--- src/include/sse_pkg.sv ---
// Constants and types for the skip and subtract execution block
package sse_pkg;
    localparam int DW = 8;
    localparam int BW = 3;

    // Operation selects presented by the sequencer
    typedef enum logic [2:0] {
        SSE_OP_NONE     = 3'h0,
        SSE_OP_INC_SKIP = 3'h1,
        SSE_OP_INC_WREG = 3'h2,
        SSE_OP_BIT_SKIP = 3'h3,
        SSE_OP_NZ_SKIP  = 3'h4,
        SSE_OP_SUB_WREG = 3'h5,
        SSE_OP_SUB_MEM  = 3'h6
    } sse_op_e;

    // Execution states, Gray coded along exec -> dummy -> exec
    typedef enum logic [1:0] {
        SSE_ST_EXEC  = 2'h0,
        SSE_ST_DUMMY = 2'h1
    } sse_state_e;

    localparam logic [DW-1:0] SSE_ZERO_BYTE = 8'h00;
    localparam logic [DW-1:0] SSE_ONE_BYTE  = 8'h01;
    localparam logic [DW-1:0] SSE_WREG_RST  = 8'h00;
    localparam int            SSE_MSB       = DW - 1;
    localparam int            SSE_NIB_MSB   = 3;
endpackage : sse_pkg

--- src/hw/sse_sub8.sv ---
// Eight-bit subtractor producing the arithmetic status flags
`timescale 1ns/100ps
module sse_sub8
    import sse_pkg::*;
(
    // Operands
    input  wire logic [sse_pkg::DW-1:0] minuend_i,
    input  wire logic [sse_pkg::DW-1:0] subtrahend_i,
    input  wire logic                   zero_prev_i,
    // Result and flags
    output logic      [sse_pkg::DW-1:0] diff_o,
    output logic                        carry_o,
    output logic                        half_carry_o,
    output logic                        overflow_o,
    output logic                        zero_o,
    output logic                        signed_cmp_o,
    output logic                        chain_zero_o
);
    import sse_pkg::*;

    // Byte and low nibble differences, each with its borrow bit on top
    logic [sse_pkg::DW:0]  wide;
    logic [SSE_NIB_MSB+1:0] low;

    always_comb begin
        wide = {1'b0, minuend_i} - {1'b0, subtrahend_i};
        low  = {1'b0, minuend_i[SSE_NIB_MSB:0]}
             - {1'b0, subtrahend_i[SSE_NIB_MSB:0]};
        diff_o       = wide[DW-1:0];
        // Carry means no borrow
        carry_o      = ~wide[DW];
        half_carry_o = ~low[SSE_NIB_MSB+1];
        overflow_o   = (minuend_i[SSE_MSB] ^ subtrahend_i[SSE_MSB])
                     & (minuend_i[SSE_MSB] ^ wide[SSE_MSB]);
        zero_o       = (wide[DW-1:0] == SSE_ZERO_BYTE);
        signed_cmp_o = wide[SSE_MSB] ^ overflow_o;
        // Chained zero keeps earlier zero across multi-byte compares
        chain_zero_o = zero_o & zero_prev_i;
    end
endmodule : sse_sub8

--- src/hw/sse_exec.sv ---
// Execution unit for increment-skip, test-skip and subtract instructions
`timescale 1ns/100ps
module sse_exec
    import sse_pkg::*;
(
    // Clock and reset
    input  wire logic                   core_clk_i,
    input  wire logic                   srst_i,
    // Instruction from sequencer
    input  wire logic                   op_valid_i,
    input  wire sse_pkg::sse_op_e       op_i,
    input  wire logic [sse_pkg::BW-1:0] bit_sel_i,
    input  wire logic [sse_pkg::DW-1:0] mem_rdata_i,
    // Data memory write
    output logic                        mem_we_o,
    output logic      [sse_pkg::DW-1:0] mem_wdata_o,
    // Working register and flags
    output logic      [sse_pkg::DW-1:0] working_register_o,
    output logic                        carry_flag_o,
    output logic                        half_carry_flag_o,
    output logic                        overflow_flag_o,
    output logic                        zero_flag_o,
    output logic                        signed_compare_flag_o,
    output logic                        chained_zero_flag_o,
    // Sequencer handshake
    output logic                        skip_o,
    output logic                        busy_o,
    output logic                        done_o
);
    import sse_pkg::*;

    sse_state_e         state;
    sse_state_e         next_state;
    logic [DW-1:0]      inc_val;
    logic               take_skip;
    logic               is_skip_op;
    logic               is_sub_op;
    logic               accept;
    logic [DW-1:0]      sub_diff;
    logic               sub_c;
    logic               sub_ac;
    logic               sub_ov;
    logic               sub_z;
    logic               sub_sc;
    logic               sub_cz;

    sse_sub8 u_sub (
        .minuend_i    (working_register_o),
        .subtrahend_i (mem_rdata_i),
        .zero_prev_i  (zero_flag_o),
        .diff_o       (sub_diff),
        .carry_o      (sub_c),
        .half_carry_o (sub_ac),
        .overflow_o   (sub_ov),
        .zero_o       (sub_z),
        .signed_cmp_o (sub_sc),
        .chain_zero_o (sub_cz)
    );

    // Requests during the dummy cycle are not taken
    assign accept  = op_valid_i && (state == SSE_ST_EXEC);
    assign inc_val = mem_rdata_i + SSE_ONE_BYTE;

    always_comb begin
        take_skip  = 1'b0;
        is_skip_op = 1'b0;
        is_sub_op  = 1'b0;
        case (op_i)
            SSE_OP_INC_SKIP, SSE_OP_INC_WREG: begin
                is_skip_op = 1'b1;
                take_skip  = (inc_val == SSE_ZERO_BYTE);
            end
            SSE_OP_BIT_SKIP: begin
                is_skip_op = 1'b1;
                take_skip  = mem_rdata_i[bit_sel_i];
            end
            SSE_OP_NZ_SKIP: begin
                is_skip_op = 1'b1;
                take_skip  = (mem_rdata_i != SSE_ZERO_BYTE);
            end
            SSE_OP_SUB_WREG, SSE_OP_SUB_MEM: begin
                is_sub_op = 1'b1;
            end
            default: begin
                take_skip = 1'b0;
            end
        endcase
    end

    always_comb begin
        next_state = state;
        case (state)
            SSE_ST_EXEC: begin
                // Failed condition stays in exec: one cycle
                if (accept && is_skip_op && take_skip) begin
                    next_state = SSE_ST_DUMMY;
                end
            end
            SSE_ST_DUMMY: begin
                next_state = SSE_ST_EXEC;
            end
            default: begin
                next_state = SSE_ST_EXEC;
            end
        endcase
    end

    always_ff @(posedge core_clk_i) begin
        if (srst_i) begin
            state <= SSE_ST_EXEC;
        end else begin
            state <= next_state;
        end
    end

    // Memory write port
    always_ff @(posedge core_clk_i) begin
        if (srst_i) begin
            mem_we_o    <= 1'b0;
            mem_wdata_o <= SSE_ZERO_BYTE;
        end else begin
            mem_we_o    <= 1'b0;
            if (accept) begin
                case (op_i)
                    SSE_OP_INC_SKIP: begin
                        mem_we_o    <= 1'b1;
                        mem_wdata_o <= inc_val;
                    end
                    SSE_OP_NZ_SKIP: begin
                        mem_we_o    <= 1'b1;
                        mem_wdata_o <= mem_rdata_i;
                    end
                    SSE_OP_SUB_MEM: begin
                        mem_we_o    <= 1'b1;
                        mem_wdata_o <= sub_diff;
                    end
                    default: begin
                        mem_we_o <= 1'b0;
                    end
                endcase
            end
        end
    end

    // Working register; the inc-to-wreg form never writes memory
    always_ff @(posedge core_clk_i) begin
        if (srst_i) begin
            working_register_o <= SSE_WREG_RST;
        end else if (accept) begin
            case (op_i)
                SSE_OP_INC_WREG: working_register_o <= inc_val;
                SSE_OP_SUB_WREG: working_register_o <= sub_diff;
                default: working_register_o <= working_register_o;
            endcase
        end
    end

    // Flags move only on subtracts
    always_ff @(posedge core_clk_i) begin
        if (srst_i) begin
            carry_flag_o          <= 1'b0;
            half_carry_flag_o     <= 1'b0;
            overflow_flag_o       <= 1'b0;
            zero_flag_o           <= 1'b0;
            signed_compare_flag_o <= 1'b0;
            chained_zero_flag_o   <= 1'b0;
        end else if (accept && is_sub_op) begin
            carry_flag_o          <= sub_c;
            half_carry_flag_o     <= sub_ac;
            overflow_flag_o       <= sub_ov;
            zero_flag_o           <= sub_z;
            signed_compare_flag_o <= sub_sc;
            chained_zero_flag_o   <= sub_cz;
        end
    end

    // Sequencer status
    always_ff @(posedge core_clk_i) begin
        if (srst_i) begin
            skip_o <= 1'b0;
            busy_o <= 1'b0;
            done_o <= 1'b0;
        end else begin
            skip_o <= accept && is_skip_op && take_skip;
            busy_o <= (next_state == SSE_ST_DUMMY);
            done_o <= accept && !(is_skip_op && take_skip)
                   || (state == SSE_ST_DUMMY);
        end
    end
endmodule : sse_exec

--- config.mk ---
export PLATFORM = sky130hd
export DESIGN_NAME = sse_exec
export DESIGN_NICKNAME = d
export VERILOG_FILES = /design/src/include/sse_pkg.sv /design/src/hw/sse_sub8.sv /design/src/hw/sse_exec.sv
export SDC_FILE = /design/constraint.sdc
export NUM_CORES = 1
export LEC_CHECK = 0
export ABC_AREA = 1
export ABC_CLOCK_PERIOD_IN_PS = 2100
export BUFFER_PORTS_ARGS = -buffer_cell sky130_fd_sc_hd__buf_2
export CAP_MARGIN = 20
export CORE_MARGIN = 5
export CORE_UTILIZATION = 40
export DETAILED_ROUTE_END_ITERATION = 8
export GPL_TIMING_DRIVEN = 0
export PLACE_DENSITY = 0.67
export SKIP_LAST_GASP = 1
export SYNTH_ARGS = -nofsm -noshare
export SYNTH_HDL_FRONTEND = slang
export SYNTH_SLANG_ARGS = --single-unit
export TNS_END_PERCENT = 30
--- constraint.sdc ---
create_clock -name core_clk_i -period 2.1 [get_ports core_clk_i]
set_input_delay 0.105 -clock core_clk_i [delete_from_list [all_inputs] [get_ports core_clk_i]]
set_output_delay 0.105 -clock core_clk_i [all_outputs]
set_load 0.01 [all_outputs]
* After elaboration in Yosys (flattened, before gate mapping)
Cells that the tools add are included.
** Storage, ports and cells
- Register bits after elaboration :: 28
- Input port bits :: 17
- Output and inout bits :: 26
- Logic and storage cells :: 64
** Cells by class
- Add/sub/neg operators :: 3
- Order comparisons :: 1
- Equal/unequal tests :: 8
- Mux-type cells :: 10
- Bitwise logic cells :: 8
- Reductions and logical operators :: 21
** Operators with widths (number)
- one-hot mux 8 bit (3 select lines) :: 1
- zero test 8 bit :: 2
- one-hot mux 8 bit (2 select lines) :: 1
- == test 3 bit (second input constant) :: 3
- subtractor 8 x 8 -> 9 bit :: 1
- adder 8 x 1 -> 8 bit (second input constant) :: 1
- nonzero test 8 bit :: 1
- == test 3 x 2 -> 1 bit (second input constant) :: 2
- logical AND 1 bit :: 6
- OR reduction 2 bit :: 3
- subtractor 4 x 4 -> 5 bit :: 1
- == test 2 x 1 -> 1 bit (second input constant) :: 2
- less-than comparator 3 x 4 -> 1 bit (second input constant) :: 1
- two-way mux 1 bit :: 4
- two-way mux 2 bit :: 2
- AND reduction 2 bit :: 2
- OR reduction 4 bit :: 1
- binary-select mux 1 bit (select 3 bit) :: 1
- == test 3 x 1 -> 1 bit (second input constant) :: 1
- NOT 1 bit :: 3
- one-hot mux 1 bit (3 select lines) :: 1
- nonzero test 3 bit :: 1
- OR reduction 3 bit :: 1
- bitwise XOR 1 bit :: 3
- 5 further kinds :: 6

* Longest topological paths before layout
- Depth after elaboration :: 8
- Depth in mapped cells :: 15
- Depth with buffers taken out :: 14

* Hierarchy
From an unflattened synthesis, not the netlist that was laid out.
** Second synthesis, totals
- Cells, all modules :: 313
- Area total of the unflattened synthesis :: 2058.2 µm²
** Modules (own cells, without submodules)
- sse_exec :: times used 1, cells an instance 225, area each 1531.5 µm², sequential area each 560.5 µm²
- sse_sub8 :: times used 1, cells an instance 88, area each 526.8 µm², sequential area each 0.0 µm²

* Worst setup path before layout
OpenSTA, ideal clock, no wires.
- Path type :: input -> register
- Start :: in mem_rdata_i[2] (netlist bit)
- End :: reg chained_zero_flag_o
- Setup time :: 0.066 ns
- Arrival time :: 2.195 ns
- Required time :: 2.034 ns
- Path slack :: -0.161 ns
- Cell stages on the path :: 15
- Buffers on the path :: 1
- Cells stage by stage :: buf_2 > inv_1 > ha_1 > nand2_1 > nand2_1 > nand2_1 > nand3_1 > a21oi_1 > o21bai_1 > fa_1 > nor2_1 > nand3_2 > nor2_2 > nand3_1 > a21oi_2
** Between the ends
- Word-level cells in the longest chain between the ends :: 3
** RTL lines
- start: declaration :: line sse_exec.sv:13 : input wire logic [sse_pkg::DW-1:0] mem_rdata_i,
- subtractor 8 x 8 -> 9 bit :: line sse_sub8.sv:26 : wide = {1'b0, minuend_i} - {1'b0, subtrahend_i};
- zero test 8 bit :: line sse_sub8.sv:35 : zero_o = (wide[DW-1:0] == SSE_ZERO_BYTE);
- AND 1 bit :: line sse_sub8.sv:38 : chain_zero_o = zero_o & zero_prev_i;
- end signal: assignment :: line sse_exec.sv:173 : chained_zero_flag_o <= sub_cz;
- end: declaration :: line sse_exec.sv:24 : output logic chained_zero_flag_o,
Every way passes these cells.
A chain may end at the register's enable or synchronous reset.

* Final worst setup path
- Start :: reg working_register_o[2] (netlist bit)
- End :: reg chained_zero_flag_o
** Between the ends
- Word-level cells in the longest chain between the ends :: 3
** RTL lines
- start: declaration :: line sse_exec.sv:18 : output logic [sse_pkg::DW-1:0] working_register_o,
- start signal: assignment :: line sse_exec.sv:151 : SSE_OP_INC_WREG: working_register_o <= inc_val;
- start signal: assignment :: line sse_exec.sv:152 : SSE_OP_SUB_WREG: working_register_o <= sub_diff;
- start signal: assignment :: line sse_exec.sv:153 : default: working_register_o <= working_register_o;
- subtractor 8 x 8 -> 9 bit :: line sse_sub8.sv:26
- zero test 8 bit :: line sse_sub8.sv:35
- AND 1 bit :: line sse_sub8.sv:38
Every way passes these cells.

==> summary.md <==
Measured against its own limit, the worst slew margin works out to 66.4%. Sequential cells were found to cover 28.8% of the synthesized design area. The number of buffers on the longest clock path is 2. The synthesized netlist net count came out at 326.

The worst hold path passes through 2 cells. The die footprint was 6360 sq um. The final worst-path setup slack was -0.160 ns; the signal arrival time at the worst endpoint was 2.48 ns. Based on the critical path, the design can be clocked at up to 442 MHz.

The flow ran to the end, but the final reports show violations. STA classifies the critical path endpoint as a flip-flop. The final HPWL from detailed placement was 4.37 mm; the global-route total usage across every layer was 18.1%. The tightest min-delay check is of the in2reg type. For the remaining number of nets flagged by the antenna check after routing, the log shows 0. The average wire length per cell after detail routing was 13.3 um; the post-route minimum period was 2.26 ns. The worst hold path begins at srst_i. The final clock period utilization by the worst path was 108%. The row count was 25; the sequential fraction of design power was 43.2%. Setup violations remaining at the end of the flow were counted as 5. Dividing the synthesized area by the synthesized cell count gives 6.55 sq um. The worst slack after detailed placement was -0.418 ns. In this run the power spent charging and discharging nets is 0.414 mW. The last weighted congestion value of the routability-driven placer is 0.942. Cell internal power was estimated by the tool at 0.882 mW. The worst path buffer plus inverter count is 1.

In this run the cell area measured after placement is 2280 sq um. The path length in cells of the critical path is 13, and the y dimension of the die is 79.7 um. The tools report the endpoint of the most critical register-to-register path as chained_zero_flag_o.

After synthesis, the netlist uses 33 different library cells. The worst setup path is of the reg2reg kind. The tools report the H-tree level count as 1.

The largest registers in the layout are mem_wdata_o: 8 flops, working_register_o: 8 flops, state: 2 flops. After global routing the overflow that remains totals 0. For the final wirelength, the log shows 5.59 mm.

The number of cells traversed by the worst register-to-register path works out to 13. The number of failing hold endpoints at the final stage was 0; the number of maximum-capacitance constraint violations was 0. Power comes to 1.30 mW. For the residual DRC count, the log shows 0. The first global-routing pass estimated 9.18 mm of wire. For the pin with the worst max-slew slack, the measured transition is 0.503 ns.

In this run the cell area of the synthesized design comes to 1950 sq um. Between clock sinks in the finished design, the worst skew comes to 0.00894 ns. The starting utilization of the core area is 41.2%, and the net switching share of the total power is 32.0%. For the number of instances in the synthesized netlist, the log shows 297. Pin placement for this block handled 43 I/O pins.

CTS placed an instance of clkbuf_8 at the clock tree root. The final-stage net count is 382. The total via count in the routed design was 2,095.

The DRC marker count from the first detailed-route iteration is 123, and the area added between synthesis and finish is 27.7%. The worst-case IR drop observed on VDD is 0.241 mV. Walking the worst path, the cells encountered are ha_4, nand2_2, inv_2, nand3_2, nand3_2, a21oi_2, o21bai_2, fa_2, nor2_2, nand3_2, nor2_4, nand3_2, a21oi_2. Counting flops and latches in the post-synthesis netlist gives 28. After routing the design area is 2480 sq um. The tools report the detailed-router iteration count before antenna repair as 4. Leaving out fill and tap cells, the most frequent cell in the layout is nand2_1. The worst setup path is launched from a flip-flop. The dominant delay contributor by cell family on the critical path was adder cells. The clock network burns 30.9% of the power. The number of I/O port buffers is 41, and the via count of the first global-routing pass is 1,971. Dividing the detail-routed via count by the number of cells gives 5.00. The clock net in this run drives a total of 28 sinks.

For the worst setup path, the data required time is 2.32 ns. The relative contribution of combinational cells to total power was 25.9%. The number of antenna diodes in the final layout is 0. In this design, the critical path's most frequently occurring cell is nand3_2. In the final timing run, aggregate negative setup slack is -0.502 ns.

For this design the static power due to leakage is 1.22 nW. Pin count of the biggest net entering global routing: 17. The die extent in x is 79.7 um. The checks that failed: setup timing. The total CTS buffers came out at 3. For flop-to-flop paths, the worst setup slack is -0.16 ns. On the final layout, the worst hold slack is 0.0156 ns. Counting the fill cells in the layout gives 489.

The total number of yosys warnings is 0, and the power per unit of standard cell area is 522 nW/um^2. TritonCTS built the clock tree. The final-report max-slew violation count is 0, and the clock edge transition at the registers on the reported setup and hold paths is 0.11 ns.

The region available for standard cell placement spans 4720 sq um. Along the worst path, the maximum fanout reaches 3. For the worst-skew pair, the clock arrives at the later sink with an insertion delay of 0.28 ns. The startpoint identified for the worst register-to-register timing path is working_register_o[2]. Cell at the slowest stage of the critical path: fa_2.

Tracing the worst setup path back leads to its startpoint at working_register_o[2]. Setup repair after global routing could not meet its margin everywhere. The end point of the most critical hold path is chained_zero_flag_o.

In the final layout, the share of cells above drive strength 1 is 26.4%. The run gives 0 as the number of antenna violations at the first check in global routing. The library cells used most frequently in the layout, excluding fill and tap cells, are 73 x nand2_1, 41 x buf_2, 40 x inv_1, 25 x a21oi_1, 24 x o21ai_0. The largest stage delay on the critical path was 0.47 ns.
[cells in the mapped netlist]
| master | number | share of area, % |
|---|---|---|
| a211oi_1 | 1 | 0.39 |
| nor3_1 | 1 | 0.26 |
| inv_1 | 43 | 8.3 |
| conb_1 | 1 | 0.19 |
| dfxtp_1 | 28 | 29 |
| a22oi_1 | 1 | 0.39 |
| xnor2_1 | 2 | 0.90 |
| nand3_2 | 1 | 0.51 |
| inv_2 | 2 | 0.39 |
| clkinv_1 | 1 | 0.19 |
| nand3b_1 | 3 | 1.2 |
| buf_2 | 1 | 0.26 |
| o21bai_1 | 1 | 0.39 |
| nand3_1 | 22 | 5.7 |
| nor2_2 | 1 | 0.32 |
| buf_6 | 1 | 0.58 |
| buf_1 | 1 | 0.19 |
| a21oi_1 | 27 | 6.9 |
| buf_4 | 1 | 0.39 |
| nand4_1 | 5 | 1.6 |
| a31oi_1 | 10 | 3.2 |
| a21oi_2 | 2 | 0.90 |
| nand2_1 | 77 | 15 |
| nand3_4 | 1 | 0.90 |
| o21ai_0 | 24 | 6.2 |
| ha_1 | 10 | 6.4 |
| fa_1 | 2 | 2.1 |
| nor2_1 | 20 | 3.9 |
| a21oi_4 | 2 | 1.7 |
| clkbuf_1 | 1 | 0.19 |
| o22ai_1 | 1 | 0.32 |
| a41oi_1 | 1 | 0.45 |
| nor2_4 | 2 | 1.2 |
[cell type report]
class	count	area, sq um	area share, %
timing repair buffer	51	280	11.3
multi-input combinational	218	1280	51.4
buffer	5	33.8	1.36
inverter	46	173	6.95
sequential	28	569	22.9
clock buffer	4	66.3	2.67
tap	67	83.8	3.38
[timing repair]
action                     in CTS  in global routing
gates resized for setup         9                  8
setup endpoints to repair       5                  5
pin swaps                       8                 13
hold buffers                    0                  0
setup buffers                   7                  3
[kinds of logic (layout without fill, tap and decap cells)]
| family | count (synthesis) | in the layout | synth area share (%) |
|---|---|---|---|
| adder cells (fa/ha/maj) | 12 | 12 | 8.49 |
| XOR/XNOR | 2 | 2 | 0.900 |
| buffers and inverters | 51 | 106 | 10.5 |
| other | 1 | 1 | 0.193 |
| AND/OR/NAND/NOR | 133 | 133 | 30.3 |
| AO/OA/AOI/OAI | 70 | 70 | 20.8 |
| flip-flops | 28 | 28 | 28.8 |
[stage by stage]
step                      util [%]  instances
after floorplan                  -        297
after global placement        48.3        405
after detailed placement      48.3        405
after CTS                     51.4        416
after global routing          52.6        419
final                         52.6        419
[layer usage]
| metal | global-route usage, % | vias to the layer above | wire length (um) |
|---|---|---|---|
| li1 | - | 1085 | - |
| met5 | 0 | - | 0 |
| met2 | 30.0 | 55 | 2520 |
| met3 | 2.60 | 6 | 281 |
| met4 | 4.73 | 0 | 74 |
| met1 | 24.7 | 949 | 2710 |
[power by group through the flow]
| stage | Combinational (mW) | Clock (mW) | Sequential (mW) |
|---|---|---|---|
| final | 0.336 | 0.401 | 0.560 |
| after global routing | 0.375 | 0.431 | 0.562 |
| after CTS | 0.324 | 0.406 | 0.560 |
| after detailed placement | 0.305 | 0 | 0.572 |
| after global placement | 0.301 | 0 | 0.572 |
| after floorplan | 0.193 | 0 | 0.580 |
[how the worst max path moves through the flow]
stage                           to  slack (ns)
2_1_floorplan  chained_zero_flag_o       -0.07
3_3_place_gp   chained_zero_flag_o       -0.41
3_5_place_dp   chained_zero_flag_o       -0.42
4_1_cts        chained_zero_flag_o       -0.23
5_1_grt        chained_zero_flag_o       -0.27
6_report       chained_zero_flag_o       -0.16
Note: power is estimated with default switching activity, not from simulation.
